### src/thpd_pkg.sv
// package of constants for the tag head cyclic and command port
// Behaviour
// pretransmit code: begin,finish,single,multiple,delete,stop
// controller fills subindex fully, states count
// unassigned cyclic input bytes read zero
// direct write stored only on payload subindex
// cyclic image six words each direction
// status byte 0 low nibble: result code
// event counter increments at pre-link end, wraps
// counter changes only after pretransmit/prefetch done
// status byte 1 bit 0: operative flag
// bit 1: any prefetch parameterized
// bit 2: prefetch parameterization open
// bit 3: open/close transfer status
// status byte 1 high nibble: actual link state
// prefetch data from third byte, else zero
// trigger toggle applies commanded link nibble
// ignore bits 4-6 and other output bytes
// trigger and nibble sampled together
// trigger not echoed in input image
// controller inverts trigger per new command
// direct address 4 bytes, count 2 bytes; the port keeps only the low count byte (dw_count is 8 bits)
// reset captures trigger level without executing
package thpd_pkg;
    // ------------------------------------------------------------
    // cyclic image geometry
    // ------------------------------------------------------------
    localparam int IMG_WORDS     = 6;               // words per direction
    localparam int IMG_BYTES     = 2 * IMG_WORDS;   // bytes per direction
    localparam int IMG_BITS      = 8 * IMG_BYTES;   // 96 bits
    localparam int PF_BYTES      = IMG_BYTES - 2;   // prefetch bytes
    localparam int TRIG_BIT      = 7;               // trigger in output byte 0
    localparam int NIB_LO        = 0;               // commanded nibble lsb
    localparam int NIB_HI        = 3;               // commanded nibble msb
    // ------------------------------------------------------------
    // status byte 1 bit positions
    // ------------------------------------------------------------
    localparam int ST1_OPER      = 0;
    localparam int ST1_PF_PARAM  = 1;
    localparam int ST1_PF_OPEN   = 2;
    localparam int ST1_XFER      = 3;
    // ------------------------------------------------------------
    // pretransmit configuration codes (16 bit)
    // ------------------------------------------------------------
    localparam logic [15:0] PT_BEGIN  = 16'h0000;
    localparam logic [15:0] PT_FINISH = 16'h0001;
    localparam logic [15:0] PT_SINGLE = 16'h0002;
    localparam logic [15:0] PT_MULTI  = 16'h0003;
    localparam logic [15:0] PT_DELETE = 16'h0004;
    localparam logic [15:0] PT_STOP   = 16'h0005;
    // ------------------------------------------------------------
    // direct access subindexes
    // ------------------------------------------------------------
    localparam logic [7:0] SUB_ADDR    = 8'h01;
    localparam logic [7:0] SUB_COUNT   = 8'h02;
    localparam logic [7:0] SUB_PAYLOAD = 8'h03;
    localparam logic [3:0] NIB_ZERO    = 4'h0;
    localparam logic [7:0] BYTE_ZERO   = 8'h00;
    // pretransmit engine modes
    typedef enum logic [2:0] {
        THPD_PT_IDLE, THPD_PT_PARAM, THPD_PT_SINGLE, THPD_PT_MULTI
    } thpd_pt_mode_t;
endpackage : thpd_pkg

### src/thpd_trigger.sv
// trigger edge detector for the commanded link state byte
`timescale 1ns/1ps
module thpd_trigger (
    // clock and reset
    input  wire logic       ref_clk,
    input  wire logic       rstn,
    // output byte 0 as received
    input  wire logic [7:0] out_byte0,
    input  wire logic       out_valid,
    // applied command
    output logic            cmd_pulse,
    output logic [3:0]      cmd_state
);
    logic trig_ref;   // last trigger level seen
    logic armed;      // reference taken after reset

    // ------------------------------------------------------------
    // edge detect on whole byte snapshot
    // ------------------------------------------------------------
    // nibble and trigger come from the same byte sample
    always_ff @(posedge ref_clk) begin
        if (!rstn) begin
            trig_ref  <= 1'b0;
            armed     <= 1'b0;
            cmd_pulse <= 1'b0;
            cmd_state <= thpd_pkg::NIB_ZERO;
        end else begin
            cmd_pulse <= 1'b0;
            if (out_valid) begin
                trig_ref <= out_byte0[thpd_pkg::TRIG_BIT];
                armed    <= 1'b1;
                // either edge applies the nibble
                if (armed && (out_byte0[thpd_pkg::TRIG_BIT] != trig_ref)) begin
                    cmd_pulse <= 1'b1;
                    cmd_state <= out_byte0[thpd_pkg::NIB_HI:thpd_pkg::NIB_LO];
                end
            end
        end
    end
endmodule : thpd_trigger

### src/thpd_port.sv
// top of the tag head cyclic image and acyclic parameter channel port
`timescale 1ns/1ps
module thpd_port #(
    parameter int PF_BYTES = thpd_pkg::PF_BYTES
) (
    // clock and reset
    input  wire logic                        ref_clk,
    input  wire logic                        rstn,
    // cyclic image from controller
    input  wire logic [thpd_pkg::IMG_BITS-1:0] cyc_out_image,
    input  wire logic                        cyc_out_valid,
    // cyclic image to controller
    output logic [thpd_pkg::IMG_BITS-1:0]    cyc_in_image,
    // head status from the engines
    input  wire logic [3:0]                  result_code,
    input  wire logic [3:0]                  actual_link_state,
    input  wire logic                        operative_flag,
    input  wire logic                        pre_link_end,
    input  wire logic                        pretransmit_done,
    input  wire logic                        prefetch_ready,
    input  wire logic                        link_settled,
    input  wire logic                        pf_parameterized,
    input  wire logic                        pf_param_open,
    input  wire logic                        open_transfer_cmd,
    input  wire logic                        close_transfer_cmd,
    input  wire logic                        pf_valid,
    input  wire logic [8*PF_BYTES-1:0]       pf_data,
    // acyclic parameter channel writes
    input  wire logic                        acy_valid,
    input  wire logic                        acy_is_direct,
    input  wire logic [7:0]                  acy_subindex,
    input  wire logic [31:0]                 acy_data,
    // commanded link state to the link engine
    output logic                             link_cmd_pulse,
    output logic [3:0]                       link_cmd_state,
    // pretransmit configuration
    output logic                             pt_cmd_pulse,
    output logic [2:0]                       pt_cmd_code,
    // direct write to data tag
    output logic                             dw_pulse,
    output logic [31:0]                      dw_addr,
    output logic [7:0]                       dw_count
);
    // ------------------------------------------------------------
    // state
    // ------------------------------------------------------------
    logic [3:0]  event_count;   // wraps 15 to 0
    logic        xfer_status;   // open/close transfer
    logic        end_pending;   // pre-link end awaiting completion
    logic [8*PF_BYTES-1:0] pf_hold; // latched prefetch bytes
    logic        cmd_p;         // from trigger detector
    logic [3:0]  cmd_s;

    // ------------------------------------------------------------
    // trigger detector
    // ------------------------------------------------------------
    thpd_trigger u_trig (
        .ref_clk   (ref_clk),
        .rstn      (rstn),
        .out_byte0 (cyc_out_image[7:0]),
        .out_valid (cyc_out_valid),
        .cmd_pulse (cmd_p),
        .cmd_state (cmd_s)
    );

    // registered command outputs
    always_ff @(posedge ref_clk) begin
        if (!rstn) begin
            link_cmd_pulse <= 1'b0;
            link_cmd_state <= thpd_pkg::NIB_ZERO;
        end else begin
            link_cmd_pulse <= cmd_p;
            if (cmd_p)
                link_cmd_state <= cmd_s;
        end
    end

    // ------------------------------------------------------------
    // event counter
    // ------------------------------------------------------------
    // counts after all steps complete; pre-link ends arriving while one is pending add only one count
    always_ff @(posedge ref_clk) begin
        if (!rstn) begin
            event_count <= thpd_pkg::NIB_ZERO;
            end_pending <= 1'b0;
        end else begin
            if (end_pending && pretransmit_done && prefetch_ready && link_settled) begin
                event_count <= event_count + 4'h1;
                end_pending <= pre_link_end;
            end else if (pre_link_end) begin
                end_pending <= 1'b1;
            end
        end
    end

    // ------------------------------------------------------------
    // transfer status flag
    // ------------------------------------------------------------
    always_ff @(posedge ref_clk) begin
        if (!rstn) begin
            xfer_status <= 1'b0;
        end else if (open_transfer_cmd) begin
            xfer_status <= 1'b1;
        end else if (close_transfer_cmd) begin
            xfer_status <= 1'b0;
        end
    end

    // ------------------------------------------------------------
    // prefetch data hold
    // ------------------------------------------------------------
    always_ff @(posedge ref_clk) begin
        if (!rstn) begin
            pf_hold <= '0;
        end else if (pf_valid) begin
            pf_hold <= pf_data;
        end
    end

    // ------------------------------------------------------------
    // input image build
    // ------------------------------------------------------------
    // trigger is never echoed; unused bytes stay zero
    always_ff @(posedge ref_clk) begin
        if (!rstn) begin
            cyc_in_image <= '0;
        end else begin
            cyc_in_image <= '0;
            cyc_in_image[3:0] <= result_code;
            cyc_in_image[7:4] <= event_count;
            cyc_in_image[8 + thpd_pkg::ST1_OPER]     <= operative_flag;
            cyc_in_image[8 + thpd_pkg::ST1_PF_PARAM] <= pf_parameterized;
            cyc_in_image[8 + thpd_pkg::ST1_PF_OPEN]  <= pf_param_open;
            cyc_in_image[8 + thpd_pkg::ST1_XFER]     <= xfer_status;
            cyc_in_image[15:12] <= actual_link_state;
            cyc_in_image[16 +: 8*PF_BYTES] <= pf_hold;
        end
    end

    // ------------------------------------------------------------
    // pretransmit configuration decode
    // ------------------------------------------------------------
    always_ff @(posedge ref_clk) begin
        if (!rstn) begin
            pt_cmd_pulse <= 1'b0;
            pt_cmd_code  <= 3'h0;
        end else begin
            pt_cmd_pulse <= 1'b0;
            if (acy_valid && !acy_is_direct) begin
                // only codes 0 to 5 are accepted
                case (acy_data[15:0])
                    thpd_pkg::PT_BEGIN, thpd_pkg::PT_FINISH, thpd_pkg::PT_SINGLE,
                    thpd_pkg::PT_MULTI, thpd_pkg::PT_DELETE, thpd_pkg::PT_STOP: begin
                        pt_cmd_pulse <= 1'b1;
                        pt_cmd_code  <= acy_data[2:0];
                    end
                    default: pt_cmd_pulse <= 1'b0;
                endcase
            end
        end
    end

    // ------------------------------------------------------------
    // direct write sequencing
    // ------------------------------------------------------------
    always_ff @(posedge ref_clk) begin
        if (!rstn) begin
            dw_pulse <= 1'b0;
            dw_addr  <= 32'h00000000;
            dw_count <= thpd_pkg::BYTE_ZERO;
        end else begin
            dw_pulse <= 1'b0;
            if (acy_valid && acy_is_direct) begin
                case (acy_subindex)
                    thpd_pkg::SUB_ADDR:    dw_addr  <= acy_data;
                    thpd_pkg::SUB_COUNT:   dw_count <= acy_data[7:0];
                    thpd_pkg::SUB_PAYLOAD: dw_pulse <= 1'b1;
                    default:               dw_pulse <= 1'b0;
                endcase
            end
        end
    end
endmodule : thpd_port

### config.mk
export PLATFORM = sky130hd
export DESIGN_NAME = thpd_port
export DESIGN_NICKNAME = d
export VERILOG_FILES = /design/src/thpd_pkg.sv /design/src/thpd_trigger.sv /design/src/thpd_port.sv
export SDC_FILE = /design/constraint.sdc
export NUM_CORES = 1
export LEC_CHECK = 0
export ABC_AREA = 1
export BUFFER_PORTS_ARGS = -buffer_cell sky130_fd_sc_hd__buf_2
export CORE_AREA = 2 2 151 153
export DETAILED_ROUTE_END_ITERATION = 10
export DIE_AREA = 0 0 153 155
export HOLD_SLACK_MARGIN = 0.02
export PLACE_DENSITY = 0.65
export SKIP_LAST_GASP = 1
export SYNTH_ARGS = -nofsm -noshare
export SYNTH_HDL_FRONTEND = slang
export SYNTH_SLANG_ARGS = --single-unit
### constraint.sdc
create_clock -name ref_clk -period 1.4 [get_ports ref_clk]
set_clock_uncertainty 0.1 [all_clocks]
set_input_delay 0.21 -clock ref_clk [delete_from_list [all_inputs] [get_ports ref_clk]]
set_output_delay 0.21 -clock ref_clk [all_outputs]
set_load 0.03 [all_outputs]
**Yosys cells after proc, flatten, opt, wreduce, memory -nomap -nowiden**

Cells that the tools add are included.

- Register bits after elaboration: 239
- Output and inout bits: 146

- Add/sub/neg operators: 1
- Equal/unequal tests: 9
- Mux-type cells: 7
- Reduce and logical (&&, ||, !) cells: 18

Operator list:

| kind | number |
|---|---|
| $eq A16 B2 Y1 const B | 2 |
| $eq A16 B3 Y1 const B | 2 |
| $eq A16 B1 Y1 const B | 1 |
| $eq A8 B2 Y1 const B | 2 |
| $logic_not A16 Y1 | 1 |
| $reduce_and A2 Y1 | 7 |
| $eq A8 B1 Y1 const B | 1 |
| $mux W1 | 7 |
| $logic_and A1 B1 Y1 | 6 |
| $reduce_or A6 Y1 | 1 |
| $add A4 B1 Y4 const B | 1 |
| $reduce_bool A2 Y1 | 2 |
| $logic_not A1 Y1 | 1 |
| $ne A1 B1 Y1 | 1 |

**Depth between registers and ports, before layout**

Gate-level depths: netlist (run 1).

- Word-level depth: 4
- Depth in mapped cells: 8
- Mapped depth without buffers: 7

**By module**

Synthesis (run 1) repeated with hierarchy kept, for this count alone.

- Cell total of the unflattened synthesis: 965
- Area total of the unflattened synthesis: 7,815.0 um^2

By module, submodules not included:

| module | times used | cells an instance | area each (um^2) | seq. area each (um^2) |
|---|---|---|---|---|
| thpd_port | 1 | 926 | 7,529.7 | 4,644.5 |
| thpd_trigger | 1 | 39 | 285.3 | 140.1 |

**Least setup slack after synthesis (run 1)**

Ideal clock, no wire load.

- Path type: input to register
- From: input acy_subindex[7]
- To: register dw_addr[10]
- Library setup time: 0.113 ns
- Data arrival time: 0.892 ns
- Data required time: 1.187 ns
- Path slack: 0.295 ns
- Stages on the path: 7
- Path through: nor2_1 nand2_1 nor2_4 nand2_4 buf_2 o21ai_1 nor2_1

- Cells in the longest elaborated chain, start to end: 2

RTL lines:

| what | RTL line | RTL |
|---|---|---|
| start: declaration | thpd_port.sv:31 | `input wire logic [7:0] acy_subindex,` |
| $eq A8 B1 Y1 | thpd_port.sv:174 | `case (acy_subindex)` |
| $reduce_and A2 Y1 (no line) | -- |  |
| end signal: assignment | thpd_port.sv:175 | `thpd_pkg::SUB_ADDR: dw_addr <= acy_data;` |
| end: declaration | thpd_port.sv:41 | `output logic [31:0] dw_addr,` |

Every way passes these cells.
A chain may end at the register's enable or synchronous reset.

**Worst setup path in the final report (run 1)**

- From: register dw_addr[11]
- To: output dw_addr[11]

No word-level cell between the ends.

==> impl_metrics.yaml, run 1 <==
layout:
  final_cell_mix: "277 x buf_2, 276 x nor2_1, 238 x dfxtp_1"
  finalNonFillerCells: 1701
  finalInstanceArea_sq_um: 12000
  drive_gt1_share_pct: 25.8
  final_common_cell: "buf_2"
  utilization_pct: 53.8
  finalNetCount: 1636
  syn_to_final_growth_pct: 54.1
timing:
  slew_headroom_pct: 64.0
  hold_violations: 0
  drv_slew: 0
  hold_slack_ns: 0.0543
  setup_viol: 0
  period_minus_slack_ns: 1.37
  fmax_mhz: 730
  grt_setup_unrepaired: "true"
  setup_ws_ns: 0.0302
  tns_ns: 0
  worstMarginPinSlew_ns: 0.538
  timing.final.crit_share_pct: 97.8
floorplan:
  start_util_pct: 34.9
  num_io_pins: 385
  fp.coreArea_sq_um: 22200
  fp.dieW_um: 153
  chipHeight_um: 155
  fp-row-count: 55
  die-area_sq_um: 23700
clock_tree:
  numCtsBuffers: 26
  cts_tree: "done"
  clk_latency_ns: 0.51
  h-tree-depth: 1
  cts-root-buf: "clkbuf_16"
  clock_path_buffers: 3
  clock-sinks: 239
  clk_pin_slew_ns: 0.06
  post_cts_buffers: 0
global_route:
  grt_pass1_wl_um: 35100
  first_global_vias: 7397
  overflow: 0
  grt_max_degree: 50
  grt_use_total_pct: 17.6
  antenna_found_initial: 1
pwr:
  ir_worst_vdd_mv: 1.08
  total_power_mw: 15.7
  leakagePower_nw: 6.36
  powerDensity_nw_per_um2: 1320
worst_setup_path:
  ff2ff_path_depth: 3
  worstPathArrival_ns: 1.06
  cp_max_fo: 2
  reg2reg_setup_slack_ns: 0.09
  path_cells: "buf_2"
  critPathBufInv: 1
  worstSetupStartpointType: "flop"
  criticalPathCategory: "reg2out"
  required_ns: 1.09
  endpoint_kind: "output pin"
  worst-path-stages: 1
  cp_top_family: "flip-flops"
  slowest_stage: "dfxtp_1"
  crit_start: "dw_addr[11]$_SDFFE_PN0P_"
  crit_end: "dw_addr[11]"
  timing.rr.end: "pf_hold[66]$_SDFFE_PN0P_"
  max_stage_delay_ns: 0.34
  r2r-start: "pf_hold[66]$_SDFFE_PN0P_"
route:
  drc_errors: 0
  wl_per_cell_um: 12.8
  ant_nets: 0
  viasPerCell: 4.39
  vias: 7468
  totalWireLength_um: 21800
  dr.pass1.iters: 5
  drtIter0Drc: 335
yosys:
  synthCells: 956
  synth_area_sq_um: 7760
  avgSynthCellArea_sq_um: 8.12
  ys_ff_latch: 239
  synth_nets: 1196
  yosysSeqAreaShare_pct: 61.6
  synth.distinct_cells: 19
  synth-warning-count: 0
placed_design:
  io_buffers: 293
  hpwl_um: 13600
  globalplace.congestion: 0.767
  pre_cts_ws_ns: -0.0176
  dpl_cell_area_sq_um: 9580
  dp.cells: 1507
job:
  maxCapViolations: 0
worst_hold_path:
  hp-class: "in2reg"
status:
  status: "finished clean"
==> Yosys cell counts <==
library cell  number  area, sq um
a21oi_1           11         55.1
inv_2              3         11.3
buf_2             33          165
ha_1               1         12.5
nor2_4             1         11.3
nor3_1             2         10.0
nand3_1           12         60.1
clkinv_2           1         5.00
o21ai_1           30          150
nand2_1          121          454
dfxtp_1          239         4780
nand4_1            1         6.26
inv_1            111          417
nor2_1           276         1040
clkbuf_1          12         45.0
nand2_4            1         11.3
o21ai_0           97          485
buf_6              3         33.8
clkinv_4           1         8.76
==> state kept, by name (all words and copies together), names as in the netlist <==
name / count
cyc_in_image: 96
dw_addr: 32
dw_count: 8
dw_pulse: 1
end_pending: 1
event_count: 4
link_cmd_pulse: 1
link_cmd_state: 4
pf_hold: 80
pt_cmd_code: 3
pt_cmd_pulse: 1
u_trig.armed: 1
u_trig.cmd_pulse: 1
u_trig.cmd_state: 4
u_trig.trig_ref: 1
xfer_status: 1
==> how the worst min path moves through the flow <==
stage	end	cells past startpoint	slack, ns	startpoint
after floorplan	cyc_in_image[0]$_SDFF_PN0_	2	0.21	result_code[0]
after global placement	cyc_in_image[9]$_SDFF_PN0_	3	0.29	pf_parameterized
after detailed placement	cyc_in_image[1]$_SDFF_PN0_	3	0.29	result_code[1]
after CTS	end_pending$_SDFFE_PN0P_	4	0.04	pretransmit_done
after global routing	pf_hold[26]$_SDFFE_PN0P_	3	0.07	pf_valid
final	end_pending$_SDFFE_PN0P_	4	0.05	pretransmit_done
==> kinds of logic after synthesis <==
group                    share of synthesized area [%]
flip-flops                                        61.6
AND/OR/NAND/NOR                                   20.5
adder cells (fa/ha/maj)                          0.161
buffers and inverters                             8.83
AO/OA/AOI/OAI                                     8.90
==> final cells by class <==
| cell class | count | area [sq um] |
|---|---|---|
| Tap cell | 285 | 357 |
| Sequential cell | 239 | 4790 |
| Timing Repair Buffer | 460 | 3200 |
| Multi-Input combinational cell | 553 | 2290 |
| Clock inverter | 11 | 130 |
| Antenna cell | 1 | 2.50 |
| Fill cell | 2017 | 10300 |
| Inverter | 116 | 444 |
| Clock buffer | 36 | 749 |
==> power breakdown <==
group / total, mW / switching, mW / internal (mW)
Combinational: 1.58 / 0.868 / 0.716
Clock: 6.93 / 2.66 / 4.27
Sequential: 7.22 / 0.114 / 7.11
Total: 15.7 / 3.64 / 12.1
==> worst min-delay path: stages <==
cell and delay [ns]:
buf_2 0.08, nand4_1 0.17, nand2_1 0.10, a21oi_1 0.05
==> metal layers <==
metal	GRT usage [%]	wire length [um]
met5	0	0
met4	6.31	624
met1	19.5	8780
met2	33.4	11100
met3	3.68	1310
==> timing repair <==
item | 4_1_cts | 5_1_grt
endpoints found under the setup margin | 1 | 31
hold buffers | 146 | 0
resized for setup | 1 | 24
endpoints found under the hold margin | 155 | 0
pin swaps | 0 | 0
Power figures use the tool's default switching activity.
==> run 2, diff against run 1 <==
- CELL_PAD_IN_SITES_DETAIL_PLACEMENT: not set -> 1
- CELL_PAD_IN_SITES_GLOBAL_PLACEMENT: not set -> 2
- CORE_AREA: 2 2 151 153 -> not set
- CORE_ASPECT_RATIO: not set -> 1.2
- CORE_MARGIN: not set -> 2
- CORE_UTILIZATION: not set -> 24
- DIE_AREA: 0 0 153 155 -> not set
- PLACE_DENSITY: 0.65 -> 0.79
==> run 2 against run 1 <==
Net effect:
- flip-flop and latch count stayed put
- sequential power hardly changed
- final cell count is 6.9% higher
- via count is 1.1% higher
- maximum frequency is 1.7% lower
- combinational power is 4% higher
- die area is 43% higher
- sequential share of layout area is 1.1 points lower
- clock power is 3% lower
- hold slack worse by 0.010 ns
==> impl_metrics.yaml, run 2 (same netlist as run 1, synthesis figures left out) <==
route:
  wl_per_cell_um: 14.2
  ant_nets: 0
  vias: 7552
  drc_errors: 0
  dr.pass1.iters: 4
  drtIter0Drc: 290
  totalWireLength_um: 25700
  viasPerCell: 4.15
floorplan:
  num_io_pins: 385
  fp-row-count: 72
  chipHeight_um: 201
  fp.dieW_um: 168
  start_util_pct: 24.2
  fp.coreArea_sq_um: 32100
  die-area_sq_um: 33800
layout:
  final-seq-area_sq_um: 4790
  antenna_cells: 0
  final_cell_mix: "276 x nor2_1, 233 x dfxtp_1, 202 x buf_2"
  multi_input_area_sq_um: 2290
  largest-register: "cyc_in_image"
  drive_gt1_share_pct: 25.4
  finalNetCount: 1633
  largest_reg_flops: 96
  final_common_cell: "nor2_1"
  fill_cells: 3811
  syn_to_final_growth_pct: 58.8
  reg.largest.list: "cyc_in_image: 96 flops, pf_hold: 80 flops, dw_addr: 32 flops"
worst_setup_path:
  cp_top_family: "flip-flops"
  criticalPathCategory: "reg2out"
  required_ns: 1.09
  endpoint_kind: "output pin"
  worstPathArrival_ns: 1.08
  slowest_stage: "dfxtp_1"
  worstSetupStartpointType: "flop"
  cp_max_fo: 1
  max_stage_delay_ns: 0.35
  path_cells: "clkbuf_4"
  critPathBufInv: 1
clock_tree:
  numCtsBuffers: 26
  clk_latency_ns: 0.53
  cts-root-buf: "clkbuf_16"
  cts_tree: "done"
  clock-sinks: 239
  clock_path_buffers: 3
  h-tree-depth: 1
  clk_pin_slew_ns: 0.06
timing:
  worstMarginPinSlew_ns: 0.535
  setup_ws_ns: 0.00644
  fmax_mhz: 718
  timing.final.crit_share_pct: 99.5
  setup_viol: 0
  hold_violations: 0
  period_minus_slack_ns: 1.39
  slew_headroom_pct: 64.3
  drv_slew: 0
global_route:
  grt_pass1_wl_um: 41000
  grt_use_total_pct: 14.9
  grt_max_degree: 73
  first_global_vias: 7963
  overflow: 0
  antenna_found_initial: 0
placed_design:
  pre_cts_ws_ns: -0.0176
  globalplace.congestion: 0.726
  io_buffers: 293
  hpwl_um: 16300
job:
  maxCapViolations: 0
pwr:
  ir_worst_vdd_mv: 0.697
  total_power_mw: 15.6
  powerDensity_nw_per_um2: 1270
  leakagePower_nw: 6.33
worst_hold_path:
  hp-class: "in2reg"
status:
  status: "finished clean"
run 2: cell count changes in the layout (fill, tap and decap cells not counted), sizes merged:
cell	before	now
bufinv	3	1
buf	306	294
dlygate4sd3	146	147
diode	1	0
clkinv	9	2
clkinvlp	0	2
clkbuf	44	57
dlymetal6s4s	0	1
run 2: final cells by class:
type,count,area share (%)
clock buffers,42,6.34
clock inverters,4,0.406
repair buffers,457,28.0
well taps,407,4.13
inverters,116,3.60
flip-flops and latches,239,38.9
multi-input cells,553,18.6
run 2: per-stage QoR:
stage / instances / hold slack (ns) / area (sq um) / util, % / TNS (ns)
finish: 1818 / 0.0439 / 12300 / 38.4 / 0
global route: 1818 / 0.0434 / 12300 / 38.4 / -0.0225
CTS: 1818 / 0.0201 / 12200 / 38.1 / -0.0312
detailed placement: 1624 / 0.300 / 9720 / 30.3 / -0.0380
global placement: 1624 / 0.291 / 9720 / 30.3 / 0
floorplan: 956 / 0.208 / 7760 / - / 0
run 2: worst paths after layout:
| kind | start | end | slack (ns) | cells past startpoint |
|---|---|---|---|---|
| hold / removal | rstn | cyc_in_image[60]$_SDFF_PN0_ | 0.04 | 4 |
| hold reg to reg | pf_hold[47]$_SDFFE_PN0P_ | cyc_in_image[63]$_SDFF_PN0_ | 0.32 | 2 |
| setup reg to reg | xfer_status$_SDFFE_PN0P_ | xfer_status$_SDFFE_PN0P_ | 0.12 | 3 |
| setup / recovery | cyc_in_image[8]$_SDFF_PN0_ | cyc_in_image[8] | 0.006 | 1 |
run 2: per-layer routing:
| metal | wire, um | part of all wire (%) | global-route usage, % | up-vias |
|---|---|---|---|---|
| met5 | 0 | 0 | 0 | - |
| met3 | 1570 | 6.1 | 3.19 | 55 |
| met1 | 10300 | 40 | 16.6 | 3512 |
| met2 | 13100 | 51 | 27.8 | 214 |
| met4 | 737 | 2.9 | 5.36 | 0 |
| li1 | - | - | - | 3771 |
run 2: what timing repair did:
item,CTS,global route
gates resized for setup,69,60
hold buffers,148,0
endpoints found under the hold margin,147,0
setup endpoints to repair,59,57
buffers inserted,0,0
run 2: worst min-delay path: stages:
cell     delay (ns)
buf_6          0.14
buf_4          0.18
nand2_1        0.07
inv_1          0.03
run 2: where the power goes:
group          switching (mW)  internal, mW  leakage, nW
Combinational           0.893         0.753         3.96
Sequential              0.124          7.11         1.97
Clock                    2.77          3.98        0.399
